**config.mk**
```make
export PLATFORM = sky130hd
export DESIGN_NAME = tag_feature_config_command
export DESIGN_NICKNAME = d
export VERILOG_FILES = /design/src/logic/tag_cfg_pkg.sv /design/src/logic/cfg_update_if.sv /design/src/logic/crc16_serial.sv /design/src/logic/config_word_store.sv /design/src/logic/tag_feature_config_command.sv
export SDC_FILE = /design/constraint.sdc
export NUM_CORES = 1
export LEC_CHECK = 0
export ABC_AREA = 1
export BUFFER_PORTS_ARGS = -buffer_cell sky130_fd_sc_hd__buf_2
export CAP_MARGIN = 5
export CORE_MARGIN = 2
export CORE_UTILIZATION = 35
export CTS_CLUSTER_SIZE = 40
export DETAILED_ROUTE_END_ITERATION = 6
export PLACE_DENSITY_LB_ADDON = 0.08
export SLEW_MARGIN = 20
export SYNTH_ARGS = -nofsm -noshare
export SYNTH_HDL_FRONTEND = slang
export SYNTH_SLANG_ARGS = --single-unit
```
**constraint.sdc**
```tcl
create_clock -name clock -period 2.1 [get_ports clock]
set_input_delay 0.21 -clock clock [delete_from_list [all_inputs] [get_ports clock]]
set_output_delay 0.21 -clock clock [all_outputs]
set_load 0.02 [all_outputs]
```
**src/logic/tag_cfg_pkg.sv**
```systemverilog
package tag_cfg_pkg;
   // Command framing
   localparam logic [15:0] TOGGLE_OPCODE = 16'hE007;
   localparam logic [6:0] CMD_BITS = 7'h48;
   localparam logic [6:0] CNT_SAT = 7'h7F;
   localparam int OPC_MSB = 71;
   localparam int OPC_LSB = 56;
   localparam int DATA_MSB = 47;
   localparam int DATA_LSB = 32;
   localparam int HDL_MSB = 31;
   localparam int HDL_LSB = 16;
   // CRC-16 of the air protocol
   localparam logic [15:0] CRC_PRESET = 16'hFFFF;
   localparam logic [15:0] CRC_POLY = 16'h1021;
   localparam logic [15:0] CRC_RESIDUE = 16'h1D0F;
   localparam logic [4:0] CRC_BITS = 5'h10;
   // Reply framing
   localparam logic [5:0] REPLY_PAYLOAD_BITS = 6'h21;
   localparam logic [5:0] ERR_PAYLOAD_BITS = 6'h19;
   localparam logic [7:0] ERROR_CODE = 8'h0F;
   // Feature configuration word
   localparam logic [15:0] CFG_ADDR = 16'h0200;
   localparam int BIT_TAMPER = 0;
   localparam int BIT_SUPPLY = 1;
   localparam int BIT_INVERT = 4;
   localparam int BIT_TRANSP = 5;
   localparam int BIT_RAWMODE = 6;
   localparam int BIT_COND_RR = 7;
   localparam int BIT_COND_SHORT = 8;
   localparam int BIT_DIG_OUT = 10;
   localparam int BIT_RANGE_RED = 11;
   localparam int UPD_LSB = 4;
   localparam logic [15:0] RSV_MASK = 16'h000C;
   localparam logic [15:0] TOGGLE_MASK = 16'hFFF0;
   localparam logic [2:0] TEMP_RESET = 3'h0;
   localparam logic [8:0] PERM_RESET = 9'h000;

   typedef enum logic [2:0]
   {
      TAG_READY,
      TAG_ARBITRATE,
      TAG_REPLY,
      TAG_ACKNOWLEDGED,
      TAG_OPEN,
      TAG_SECURED,
      TAG_KILLED
   } tag_state_e;
endpackage

```
**src/logic/cfg_update_if.sv**
```systemverilog
`timescale 1ns/100ps
interface cfg_update_if;
   logic [15:0] word;
   logic updReq;
   logic [11:0] updBits;
   logic busy;
   logic done;
   logic fail;

   modport ctrl
   (
      input word,
      input busy,
      input done,
      input fail,
      output updReq,
      output updBits
   );
   modport store
   (
      output word,
      output busy,
      output done,
      output fail,
      input updReq,
      input updBits
   );
endinterface

```
**src/logic/crc16_serial.sv**
```systemverilog
`timescale 1ns/100ps
module crc16_serial
(
   input wire logic clock,
   input wire logic rst,
   input wire logic clear,
   input wire logic enable,
   input wire logic dataBit,
   output logic [15:0] crc
);
   import tag_cfg_pkg::*;

   logic [15:0] crc_q;
   logic [15:0] crc_d;
   logic fb;

   // Bit-serial shift, most significant bit first
   always_comb
   begin
      fb = dataBit ^ crc_q[15];
      crc_d = crc_q;
      if (clear)
      begin
         crc_d = CRC_PRESET;
      end
      else if (enable)
      begin
         crc_d = {crc_q[14:0], 1'b0} ^ (fb ? CRC_POLY : 16'h0000);
      end
   end

   always_ff @(posedge clock)
   begin
      if (rst)
      begin
         crc_q <= CRC_PRESET;
      end
      else
      begin
         crc_q <= crc_d;
      end
   end

   assign crc = crc_q;
endmodule

```
**src/logic/config_word_store.sv**
```systemverilog
`timescale 1ns/100ps
module config_word_store
(
   input wire logic clock,
   input wire logic rst,
   cfg_update_if.store cfg,
   input wire logic supplyPad,
   input wire logic linkClosed,
   input wire logic [8:0] nvmImage,
   input wire logic nvmLoad,
   output logic nvmWrReq,
   output logic [8:0] nvmWrData,
   input wire logic nvmDone,
   input wire logic nvmFail
);
   import tag_cfg_pkg::*;

   typedef enum logic [1:0] {S_IDLE, S_WAIT, S_DONE, S_FAIL} store_state_e;

   store_state_e st_q;
   store_state_e st_d;
   logic [2:0] temp_q;
   logic [2:0] temp_d;
   logic [8:0] perm_q;
   logic [8:0] perm_d;
   logic [8:0] pend_q;
   logic [8:0] pend_d;

   // Temporary bits apply at once; permanent bits only after the NVM confirms
   always_comb
   begin
      st_d = st_q;
      temp_d = temp_q;
      perm_d = perm_q;
      pend_d = pend_q;
      unique case (st_q)
         S_IDLE:
         begin
            if (nvmLoad)
            begin
               perm_d = nvmImage;
            end
            if (cfg.updReq)
            begin
               temp_d = cfg.updBits[2:0];
               if (cfg.updBits[11:3] != perm_q)
               begin
                  pend_d = cfg.updBits[11:3];
                  st_d = S_WAIT;
               end
               else
               begin
                  st_d = S_DONE;
               end
            end
         end
         S_WAIT:
         begin
            if (nvmDone)
            begin
               perm_d = pend_q;
               st_d = S_DONE;
            end
            else if (nvmFail)
            begin
               st_d = S_FAIL;
            end
         end
         S_DONE: st_d = S_IDLE;
         S_FAIL: st_d = S_IDLE;
      endcase
   end

   // Power-up reset clears the temporary bits; NVM image loads afterwards
   always_ff @(posedge clock)
   begin
      if (rst)
      begin
         st_q <= S_IDLE;
         temp_q <= TEMP_RESET;
         perm_q <= PERM_RESET;
         pend_q <= PERM_RESET;
      end
      else
      begin
         st_q <= st_d;
         temp_q <= temp_d;
         perm_q <= perm_d;
         pend_q <= pend_d;
      end
   end

   // Indicators are live pad state, reserved bits read as zero
   assign cfg.word = {perm_q, temp_q, 2'b00, supplyPad, ~linkClosed};
   assign cfg.busy = (st_q != S_IDLE);
   assign cfg.done = (st_q == S_DONE);
   assign cfg.fail = (st_q == S_FAIL);
   assign nvmWrReq = (st_q == S_WAIT);
   assign nvmWrData = pend_q;
endmodule

```
**src/logic/tag_feature_config_command.sv**
```systemverilog
`timescale 1ns/100ps
module tag_feature_config_command
(
   input wire logic clock,
   input wire logic rst,
   input tag_cfg_pkg::tag_state_e tagState,
   input wire logic frameSyncSeen,
   input wire logic rxBit,
   input wire logic rxBitValid,
   input wire logic frameEnd,
   input wire logic priorReqRn,
   input wire logic [15:0] lastRn16,
   input wire logic [15:0] handle,
   input wire logic accessPwdZero,
   input wire logic epcLocked,
   input wire logic supplyPad,
   input wire logic linkClosed,
   input wire logic demodIn,
   input wire logic syncStrip,
   input wire logic [8:0] nvmImage,
   input wire logic nvmLoad,
   output logic nvmWrReq,
   output logic [8:0] nvmWrData,
   input wire logic nvmDone,
   input wire logic nvmFail,
   input wire logic [15:0] memAddr,
   input wire logic memRead,
   input wire logic memWrite,
   input wire logic [15:0] memWdata,
   output logic [15:0] memRdata,
   output logic memRdValid,
   output logic toArbitrate,
   output logic txStart,
   output logic txExtPreamble,
   output logic txBit,
   output logic txValid,
   input wire logic txReady,
   output logic txLast,
   output logic outPin,
   output logic reducedSensitivity,
   output logic holdSessionFlags
);
   import tag_cfg_pkg::*;

   typedef enum logic [2:0] {ST_IDLE, ST_RECV, ST_EVAL, ST_WAIT_NV, ST_LOAD, ST_SEND,
      ST_CRCLOAD, ST_SENDCRC} cmd_state_e;

   cfg_update_if cfg ();

   cmd_state_e st_q;
   cmd_state_e st_d;
   logic [71:0] rxShift_q;
   logic [71:0] rxShift_d;
   logic [6:0] rxCnt_q;
   logic [6:0] rxCnt_d;
   logic isErr_q;
   logic isErr_d;
   logic [32:0] txShift_q;
   logic [32:0] txShift_d;
   logic [5:0] payLeft_q;
   logic [5:0] payLeft_d;
   logic [4:0] crcLeft_q;
   logic [4:0] crcLeft_d;
   logic [15:0] crcSh_q;
   logic [15:0] crcSh_d;
   logic [15:0] rdData_q;
   logic [15:0] rdData_d;
   logic rdValid_q;
   logic rdValid_d;
   logic demodPrev_q;
   logic togglePin_q;
   logic togglePin_d;
   logic outPin_q;
   logic outPin_d;
   logic [15:0] rxCrc;
   logic [15:0] txCrc;
   logic rxCrcEn;
   logic txCrcEn;
   logic [15:0] mask;
   logic [15:0] effMask;
   logic frameOk;
   logic crcOk;
   logic handleOk;
   logic cfgHit;
   logic txFire;

   config_word_store u_store
   (
      .clock(clock),
      .rst(rst),
      .cfg(cfg.store),
      .supplyPad(supplyPad),
      .linkClosed(linkClosed),
      .nvmImage(nvmImage),
      .nvmLoad(nvmLoad),
      .nvmWrReq(nvmWrReq),
      .nvmWrData(nvmWrData),
      .nvmDone(nvmDone),
      .nvmFail(nvmFail)
   );

   // Receive check runs over every bit of the frame, opcode through handle plus CRC
   assign rxCrcEn = rxBitValid && (st_q == ST_RECV);
   crc16_serial u_rx_crc
   (
      .clock(clock),
      .rst(rst),
      .clear(frameSyncSeen),
      .enable(rxCrcEn),
      .dataBit(rxBit),
      .crc(rxCrc)
   );

   assign txFire = txValid && txReady;
   assign txCrcEn = txFire && (st_q == ST_SEND);
   crc16_serial u_tx_crc
   (
      .clock(clock),
      .rst(rst),
      .clear(st_q == ST_LOAD),
      .enable(txCrcEn),
      .dataBit(txShift_q[32]),
      .crc(txCrc)
   );

   // Decoded command fields
   assign frameOk = (rxCnt_q == CMD_BITS) && (rxShift_q[OPC_MSB:OPC_LSB] == TOGGLE_OPCODE);
   assign crcOk = (rxCrc == CRC_RESIDUE);
   assign handleOk = (rxShift_q[HDL_MSB:HDL_LSB] == handle);
   assign mask = rxShift_q[DATA_MSB:DATA_LSB] ^ lastRn16;
   // Indicator bits and open/zero-password cases never reach the word
   assign effMask = ((tagState == TAG_OPEN) || accessPwdZero) ? 16'h0000
      : (mask & TOGGLE_MASK);
   assign cfgHit = (memAddr == CFG_ADDR);

   // Command sequencer: receive, judge, update, answer
   always_comb
   begin
      st_d = st_q;
      rxShift_d = rxShift_q;
      rxCnt_d = rxCnt_q;
      isErr_d = isErr_q;
      txShift_d = txShift_q;
      payLeft_d = payLeft_q;
      crcLeft_d = crcLeft_q;
      crcSh_d = crcSh_q;
      cfg.updReq = 1'b0;
      cfg.updBits = cfg.word[15:UPD_LSB];
      toArbitrate = 1'b0;
      txStart = 1'b0;
      txValid = 1'b0;
      txLast = 1'b0;
      // A frame without a preceding frame-sync never enters the receive state
      if (frameSyncSeen && (st_q == ST_IDLE || st_q == ST_RECV))
      begin
         st_d = ST_RECV;
         rxCnt_d = 7'h00;
      end
      unique case (st_q)
         ST_IDLE:
         begin
            // Standard WRITE reaches the word only while the bank is unlocked
            if (!frameSyncSeen && memWrite && cfgHit && !epcLocked && !cfg.busy)
            begin
               cfg.updReq = 1'b1;
               cfg.updBits = memWdata[15:UPD_LSB];
            end
         end
         ST_RECV:
         begin
            if (!frameSyncSeen && rxBitValid)
            begin
               rxShift_d = {rxShift_q[70:0], rxBit};
               rxCnt_d = (rxCnt_q == CNT_SAT) ? CNT_SAT : rxCnt_q + 7'h01;
            end
            if (!frameSyncSeen && frameEnd)
            begin
               st_d = ST_EVAL;
            end
         end
         ST_EVAL:
         begin
            st_d = ST_IDLE;
            if (frameOk)
            begin
               unique case (tagState)
                  TAG_READY, TAG_KILLED: st_d = ST_IDLE;
                  TAG_ARBITRATE, TAG_REPLY, TAG_ACKNOWLEDGED: toArbitrate = 1'b1;
                  TAG_OPEN, TAG_SECURED:
                  begin
                     if (crcOk && handleOk && priorReqRn && ((mask & RSV_MASK) == 16'h0000)
                        && !cfg.busy)
                     begin
                        isErr_d = 1'b0;
                        if (effMask == 16'h0000)
                        begin
                           st_d = ST_LOAD;
                        end
                        else
                        begin
                           cfg.updReq = 1'b1;
                           cfg.updBits = cfg.word[15:UPD_LSB] ^ effMask[15:UPD_LSB];
                           st_d = ST_WAIT_NV;
                        end
                     end
                  end
                  default: st_d = ST_IDLE;
               endcase
            end
         end
         ST_WAIT_NV:
         begin
            if (cfg.done)
            begin
               st_d = ST_LOAD;
            end
            else if (cfg.fail)
            begin
               isErr_d = 1'b1;
               st_d = ST_LOAD;
            end
         end
         ST_LOAD:
         begin
            txStart = 1'b1;
            crcLeft_d = CRC_BITS;
            if (isErr_q)
            begin
               txShift_d = {1'b1, ERROR_CODE, handle, 8'h00};
               payLeft_d = ERR_PAYLOAD_BITS;
            end
            else
            begin
               txShift_d = {1'b0, cfg.word, handle};
               payLeft_d = REPLY_PAYLOAD_BITS;
            end
            st_d = ST_SEND;
         end
         ST_SEND:
         begin
            txValid = 1'b1;
            if (txFire)
            begin
               txShift_d = {txShift_q[31:0], 1'b0};
               payLeft_d = payLeft_q - 6'h01;
               if (payLeft_q == 6'h01)
               begin
                  st_d = ST_CRCLOAD;
               end
            end
         end
         ST_CRCLOAD:
         begin
            // One idle cycle lets the generator absorb the final payload bit
            crcSh_d = ~txCrc;
            st_d = ST_SENDCRC;
         end
         ST_SENDCRC:
         begin
            txValid = 1'b1;
            txLast = (crcLeft_q == 5'h01);
            if (txFire)
            begin
               crcSh_d = {crcSh_q[14:0], 1'b0};
               crcLeft_d = crcLeft_q - 5'h01;
               if (crcLeft_q == 5'h01)
               begin
                  st_d = ST_IDLE;
               end
            end
         end
      endcase
   end

   assign txBit = (st_q == ST_SENDCRC) ? crcSh_q[15] : txShift_q[32];
   assign txExtPreamble = !isErr_q;

   always_ff @(posedge clock)
   begin
      if (rst)
      begin
         st_q <= ST_IDLE;
         rxShift_q <= '0;
         rxCnt_q <= 7'h00;
         isErr_q <= 1'b0;
         txShift_q <= '0;
         payLeft_q <= 6'h00;
         crcLeft_q <= 5'h00;
         crcSh_q <= 16'h0000;
      end
      else
      begin
         st_q <= st_d;
         rxShift_q <= rxShift_d;
         rxCnt_q <= rxCnt_d;
         isErr_q <= isErr_d;
         txShift_q <= txShift_d;
         payLeft_q <= payLeft_d;
         crcLeft_q <= crcLeft_d;
         crcSh_q <= crcSh_d;
      end
   end

   // Memory READ of the word, answered one cycle later
   always_comb
   begin
      rdValid_d = memRead && cfgHit;
      rdData_d = rdData_q;
      if (memRead && cfgHit)
      begin
         rdData_d = cfg.word;
      end
   end

   always_ff @(posedge clock)
   begin
      if (rst)
      begin
         rdData_q <= 16'h0000;
         rdValid_q <= 1'b0;
      end
      else
      begin
         rdData_q <= rdData_d;
         rdValid_q <= rdValid_d;
      end
   end

   assign memRdata = rdData_q;
   assign memRdValid = rdValid_q;

   // Output pin: switch level, or transparent forwarding of the air signal
   always_comb
   begin
      togglePin_d = togglePin_q;
      if (demodIn && !demodPrev_q && !syncStrip)
      begin
         togglePin_d = ~togglePin_q;
      end
      if (!cfg.word[BIT_TRANSP])
      begin
         outPin_d = cfg.word[BIT_DIG_OUT] ^ cfg.word[BIT_INVERT];
      end
      else if (cfg.word[BIT_RAWMODE])
      begin
         outPin_d = demodIn;
      end
      else
      begin
         outPin_d = togglePin_q;
      end
   end

   always_ff @(posedge clock)
   begin
      if (rst)
      begin
         demodPrev_q <= 1'b0;
         togglePin_q <= 1'b0;
         outPin_q <= 1'b0;
      end
      else
      begin
         demodPrev_q <= demodIn;
         togglePin_q <= togglePin_d;
         outPin_q <= outPin_d;
      end
   end

   assign outPin = outPin_q;

   // Plain reduction is unconditional; conditional form waits on the pad link
   assign reducedSensitivity = cfg.word[BIT_RANGE_RED] && (!cfg.word[BIT_COND_RR]
      || (cfg.word[BIT_COND_SHORT] ? linkClosed : !linkClosed));

   // Without power-on reset the session logic must freeze S0, S2, S3 and SL
   assign holdSessionFlags = supplyPad;
endmodule

```
* Yosys cells after proc, flatten, opt, wreduce, memory -nomap -nowiden *
Cells that the tools add are included.

storage, ports and cells
  output and inout port bits = 36
  flip-flop bits (word level) = 216

cells by class
  reductions and logical operators = 56
  add/sub/neg operators = 3
  equality and inequality tests = 37
  multiplexer cells = 66
  bitwise logic cells = 10

operators with widths
  cell                  number
  $mux 33               2
  $pmux 33 s2           1
  $mux 12               5
  $xor 16x16->16        3
  $mux 3                12
  $logic_not 16->1      2
  $mux 16               2
  $pmux 16 s2           1
  $mux 7                4
  $mux 13               2
  $pmux 12 s2           1
  $pmux 3 s7            1
  $mux 1                20
  $ne 2x2->1 const B    10
  $logic_and 1x1->1     19
  $eq 3x3->1 const B    6
  $mux 9                2
  $pmux 9 s2            1
  $eq 16x10->1 const B  1
  $eq 16x13->1 const B  1
  $eq 16x16->1          1
  $eq 16x16->1 const B  1
  $not 16->16           1
  $eq 7x7->1 const B    2
  other kinds (33)      71

* Depth between registers and ports, before layout *
  depth in word-level cells = 13
  depth in mapped cells = 25
  mapped depth without buffers = 24

* Cells and area by module *
A second synthesis with hierarchy kept.

second synthesis, totals
  cells, all modules = 1672
  area total of the unflattened synthesis = 11319.6 um^2

modules (own cells, without submodules)
  module                      area an instance (um^2)  instances  seq. area each (um^2)  cells an instance
  tag_feature_config_command  8540.7                   1          3263.1                 1325
  crc16_serial                720.7                    2          320.3                  80
  config_word_store           1337.5                   1          460.4                  187

* Worst setup path before layout *
No wires, ideal clock.

  path kind = reg-to-reg
  start = register rxCnt_q[0]
  end = register u_store.pend_q[1] (netlist: u_store.nvmWrData[1])
  stages on the path, launching flop included = 26
  slack = -0.169 ns
  required time = 1.986 ns
  arrival time = 2.155 ns
  cells stage by stage = dfxtp_1 inv_1 ha_1 inv_1 nor2_1 nand2_1 nor2_2 nand2_1 nor2_2 nand2_2 nor2_8 buf_12 nand3_1 nand2_1 nand2_1 nand2_1 nand3_1 nand2_1 nor2_2 nand2_2 inv_2 nand2_2 buf_6 nand3_1 nand2_1 nor2_2

between the ends
  longest elaborated chain between the ends = 6
  elaborated cells on any way between the ends = 8
  those cells by class = eq/ne (2); mux (4); reduce/logical (2)

RTL lines
  item                               RTL line                           RTL
  start: declaration                 tag_feature_config_command.sv:54   logic [6:0] rxCnt_q;
  start signal: assignment           tag_feature_config_command.sv:295  rxCnt_q <= rxCnt_d;
  $eq 7x7->1 *                       tag_feature_config_command.sv:127  assign frameOk = (rxCnt_q == CMD_BITS) && (rxShift_q[OPC_MSB:OPC_LSB] == TOGGLE_OPCODE);
  $logic_and 1x1->1 *                tag_feature_config_command.sv:127
  $mux 12                            tag_feature_config_command.sv:184  if (frameOk)
  $pmux 12 s2                        tag_feature_config_command.sv:159  unique case (st_q)
  $ne 9x9->1                         config_word_store.sv:46            if (cfg.updBits[11:3] != perm_q)
  $reduce_and 3->1 (no source line)  --
  end signal: assignment             config_word_store.sv:89            pend_q <= pend_d;
  end: declaration                   config_word_store.sv:26            logic [8:0] pend_q;

Mark *: on every way between the ends. The rest lies on a longest branch, timed or not. The select of a mux whose other input is x is not followed.
A chain may end at the register's enable or synchronous reset.

* Final worst setup path *
Ends and elaborated chain as after synthesis.

==> results.py <==
metrics = {
    "floorplanning": {
        "fp.dieH_um": 178,
        "top_level_ports": 131,
        "initial_util_pct": 35.6,
        "dieWidth_um": 178,
        "die-area_sq_mm": 0.0316,
        "core_area_sq_mm": 0.0297,
        "rows": 63,
    },
    "timing": {
        "fmax_mhz": 398,
        "setup_violations": 15,
        "final_critical_delay_including_setup_and_external_delays_ns": 2.51,
        "rsz_0062_raised_after_global_routing": "true",
        "max_slew.worst_pin.slew_ns": 0.575,
        "finalWorstSetupSlack_ns": -0.412,
        "clock-skew-final_ns": 0.0122,
        "hold_violations": 0,
        "post-route-period-util_pct": 120,
        "timing.final.max_slew_violations": 0,
        "timing.slew.headroom_pct": 61.5,
    },
    "synthesis": {
        "synth_cell_types": 44,
        "synth_register_bits": 216,
        "netlist.area_leader.share_pct": 40.9,
        "syn-mean-instance-area_sq_um": 6.84,
        "postSynth.asyncResetShare_pct": 0,
        "post-synth-top-area-cell": "sky130_fd_sc_hd__dfxtp_1",
        "synth_sequential_area_ratio_pct": 40.9,
        "synth_ff_type": "sky130_fd_sc_hd__dfxtp_1",
        "synth_cells": 1548,
        "synth_top_cells_by_area": "sky130_fd_sc_hd__dfxtp_1 41%, sky130_fd_sc_hd__nand2_1 9.6%, sky130_fd_sc_hd__o21ai_0 9.6%",
        "netlist_top_cells_count": "271 x sky130_fd_sc_hd__nand2_1, 231 x sky130_fd_sc_hd__nor2_1, 216 x sky130_fd_sc_hd__dfxtp_1, 203 x sky130_fd_sc_hd__o21ai_0, 161 x sky130_fd_sc_hd__inv_1",
        "synth_edf_count": 0,
        "netlist_area_pre_place_sq_mm": 0.0106,
        "post-synth-top-count-cell": "sky130_fd_sc_hd__nand2_1",
        "yosys_warnings": 0,
    },
    "hold_path": {
        "hold_path.class": "primary input to flip-flop",
    },
    "pwr": {
        "power.static_leakage_nw": 6.91,
        "power_density_mw_per_mm2": 699,
        "total_power_mw": 10.2,
        "max_ir_drop_vdd_mv": 0.577,
    },
    "routing": {
        "drt-pass1-iter-count": 5,
        "wl_um": 33600,
        "detail_route.vias_per_cell": 4.87,
        "vias": 11100,
        "wl_per_cell_um": 14.8,
        "drtAntennaViolNets": 0,
        "detailedRoute.firstIterationViolations": 736,
        "total_drc_errors_in_the_routed_layout": 0,
    },
    "finish": {
        "utilization_of_the_core_after_routing_pct": 49.1,
        "fillCellCount": 3021,
        "ff_latch_area_sq_mm": 0.00433,
        "instances_no_fill": 2272,
        "diodes_inserted": 0,
        "synthToLayoutAreaGrowth_pct": 37.7,
        "layout.nets": 1964,
        "design_area_sq_mm": 0.0146,
        "drive_above_1_share_pct": 28.2,
        "multi_input_combinational_cell_area_sq_mm": 0.00568,
    },
    "worst_setup_path": {
        "cell_breakdown_of_the_critical_path": "inv_2 > ha_4 > inv_2 > nor2_1 > nand2_1 > nor2_2 > nand2_2 > nor2_4 > nand2_4 > buf_6 > inv_4 > nand3_2 > nand2_1 > nand2_1 > nand2_2 > nand2_2 > nand3_2 > nand2_2 > nor2_2 > nand2_2 > nor2_4 > nor2_4 > nor2_2 > nor2_2",
        "worstPathArrival_ns": 2.95,
        "path_delay_family": "simple AND/OR/NAND/NOR gates",
        "end_kind": "flip-flop",
        "crit_top_cell": "sky130_fd_sc_hd__nand2_2",
        "timing.critical_path.fanout_max": 5,
        "timing.critical_path.slowest_cell_delay_ns": 0.32,
        "critical_path.slowest_cell": "sky130_fd_sc_hd__dfxtp_2",
        "crit_path_start_kind": "flip-flop",
        "worst-path-buf-inv": 4,
        "required_ns": 2.53,
        "crit_type": "flip-flop to flip-flop",
    },
    "placement": {
        "portBuffers": 122,
        "gp_routability_congestion": 0.877,
        "dp_worst_setup_slack_ns": -0.485,
        "placed_area_sq_mm": 0.0130,
        "dp_cells": 2191,
        "detailedPlacementHpwl_um": 24100,
    },
    "outcome": {
        "run_status": "finished, violations left",
        "failed_checks": "setup timing",
    },
    "grt": {
        "maximum_number_of_pins_on_one_net_before_global_route_repair": 91,
        "grt_first_pass_wirelength_um": 53400,
        "initial_antenna_violation_count": 0,
        "overflow": 0,
        "grt_use_total_pct": 21.0,
        "via_count_of_the_first_global_routing_pass": 10400,
    },
    "cts": {
        "root_buffer": "sky130_fd_sc_hd__clkbuf_16",
        "clock_sink_count": 216,
        "clock_tree.buffer_depth": 3,
        "cts_tree": "done",
        "ctsHtreeMaxLevel": 1,
        "tritoncts.num_buffers": 25,
        "clkLatencyLatePin_ns": 0.54,
        "clk_pin_slew_worst_paths_ns": 0.06,
    },
    "job": {
        "max_cap_violations": 0,
    },
}
==> state kept, by name (all words and copies together), names as in the netlist, 2 cells and up <==
register and flops:
crcLeft_q 5, crcSh_q 16, memRdata 14, payLeft_q 6, rxCnt_q 7, rxShift_q 72, st_q 3, txShift_q 33
u_rx_crc.crc 16, u_store.nvmWrData 9, u_store.perm_q 9, u_store.st_q 2, u_store.temp_q 3, u_tx_crc.crc 16
==> power by group <==
| group | switching, mW | total [mW] | leakage, nW | internal, mW |
|---|---|---|---|---|
| sequential | 0.0674 | 4.27 | 1.75 | 4.21 |
| clock | 1.82 | 4.48 | 0.419 | 2.66 |
| combinational | 0.857 | 1.44 | 4.74 | 0.584 |
==> kinds of logic (layout without fill, tap and decap cells) <==
| logic type | after synthesis | in the layout | synth area share, % |
|---|---|---|---|
| flops | 216 | 216 | 40.9 |
| compound gates | 393 | 393 | 20.2 |
| xor+xnor | 17 | 17 | 1.41 |
| other cells | 1 | 2 | 0.0354 |
| simple gates | 664 | 668 | 27.4 |
| buf+inv | 251 | 580 | 9.35 |
| fa+ha+maj | 6 | 6 | 0.709 |
==> per-layer routing <==
metal | share of wire, % | global-route usage (%)
met5 | 0 | 0
met3 | 3.4 | 2.49
met4 | 2.4 | 5.46
met1 | 48 | 28.7
met2 | 47 | 35.0
==> what timing repair did <==
action | 4_1_cts | 5_1_grt
hold buffers | 16 | 0
resized for setup | 47 | 73
buffers inserted | 11 | 5
hold endpoints to repair | 16 | 0
setup endpoints to repair | 18 | 34
cloned | 4 | 0
pin swaps | 9 | 26
==> area by class of cell <==
| class | count | share of cell area [%] |
|---|---|---|
| Clock buffer | 36 | 4.99 |
| Clock inverter | 10 | 0.807 |
| Inverter | 176 | 4.66 |
| Multi-Input combinational cell | 1086 | 39.0 |
| Sequential cell | 216 | 29.7 |
| Tap cell | 390 | 3.35 |
| Timing Repair Buffer | 358 | 17.5 |
==> path summary, 6_finish.rpt <==
check | cells past startpoint | end | start | slack (ns)
hold / removal | 4 | memRdata[0]$_SDFFE_PP0P_ | linkClosed | 0.03
hold reg to reg | 2 | memRdata[0]$_SDFFE_PP0P_ | memRdata[0]$_SDFFE_PP0P_ | 0.46
setup / recovery | 24 | u_store.nvmWrData[1]$_SDFFE_PP0P_ | rxCnt_q[0]$_SDFF_PP0_ | -0.41
setup reg to reg | 24 | u_store.nvmWrData[1]$_SDFFE_PP0P_ | rxCnt_q[0]$_SDFF_PP0_ | -0.41
==> metrics by stage <==
| step | hold WS (ns) | TNS (ns) |
|---|---|---|
| floorplan | 0.342 | -1.16 |
| global placement | 0.440 | -5.22 |
| detailed placement | 0.446 | -5.91 |
| CTS | 0.0152 | -3.99 |
| global route | 0.0710 | -7.31 |
| finish | 0.0344 | -4.12 |
==> cell usage in the layout (no fill, tap or decap), types with 5 or more instances in the layout <==
master                          synthesis  layout
sky130_fd_sc_hd__nand4_1               19      19
sky130_fd_sc_hd__nor2_4                 2      18
sky130_fd_sc_hd__nor3_1                14      11
sky130_fd_sc_hd__nor4_1                 8       8
sky130_fd_sc_hd__clkbuf_8               0       6
sky130_fd_sc_hd__inv_2                 12      14
sky130_fd_sc_hd__xor2_1                12      12
sky130_fd_sc_hd__buf_4                  4     204
sky130_fd_sc_hd__xnor2_1                5       5
sky130_fd_sc_hd__nor2_1               231     209
sky130_fd_sc_hd__dfxtp_1              216     212
sky130_fd_sc_hd__a221oi_1              17      17
sky130_fd_sc_hd__clkinv_2               0       7
sky130_fd_sc_hd__buf_6                  2      13
sky130_fd_sc_hd__a31oi_1               21      21
sky130_fd_sc_hd__nand2_2               11      21
sky130_fd_sc_hd__nand2_1              271     256
sky130_fd_sc_hd__nand3_1               61      47
sky130_fd_sc_hd__inv_1                161     155
sky130_fd_sc_hd__buf_2                  1     119
sky130_fd_sc_hd__buf_12                 1       6
sky130_fd_sc_hd__a21oi_1              119     118
sky130_fd_sc_hd__nand3_2               15      27
sky130_fd_sc_hd__o211ai_1              17      17
sky130_fd_sc_hd__o21ai_0              203     197
sky130_fd_sc_hd__clkbuf_16              0      25
sky130_fd_sc_hd__nor2_2                21      30
sky130_fd_sc_hd__dlygate4sd3_1          0      16
sky130_fd_sc_hd__ha_1                   6       5
sky130_fd_sc_hd__clkbuf_1              66       5
sky130_fd_sc_hd__nand2_4                0       5
==> worst reg2reg max path, cell delays in order, from the launching register on <==
cell and delay [ns]:
sky130_fd_sc_hd__dfxtp_2 0.32, sky130_fd_sc_hd__inv_2 0.07, sky130_fd_sc_hd__ha_4 0.13, sky130_fd_sc_hd__inv_2 0.03
sky130_fd_sc_hd__nor2_1 0.07, sky130_fd_sc_hd__nand2_1 0.07, sky130_fd_sc_hd__nor2_2 0.11, sky130_fd_sc_hd__nand2_2 0.07
sky130_fd_sc_hd__nor2_4 0.13, sky130_fd_sc_hd__nand2_4 0.13, sky130_fd_sc_hd__buf_6 0.15, sky130_fd_sc_hd__inv_4 0.04
sky130_fd_sc_hd__nand3_2 0.05, sky130_fd_sc_hd__nand2_1 0.08, sky130_fd_sc_hd__nand2_1 0.06, sky130_fd_sc_hd__nand2_2 0.07
sky130_fd_sc_hd__nand2_2 0.06, sky130_fd_sc_hd__nand3_2 0.06, sky130_fd_sc_hd__nand2_2 0.06, sky130_fd_sc_hd__nor2_2 0.11
sky130_fd_sc_hd__nand2_2 0.10, sky130_fd_sc_hd__nor2_4 0.19, sky130_fd_sc_hd__nor2_4 0.09, sky130_fd_sc_hd__nor2_2 0.13
sky130_fd_sc_hd__nor2_2 0.04
Note: power is estimated with default switching activity, not from simulation.
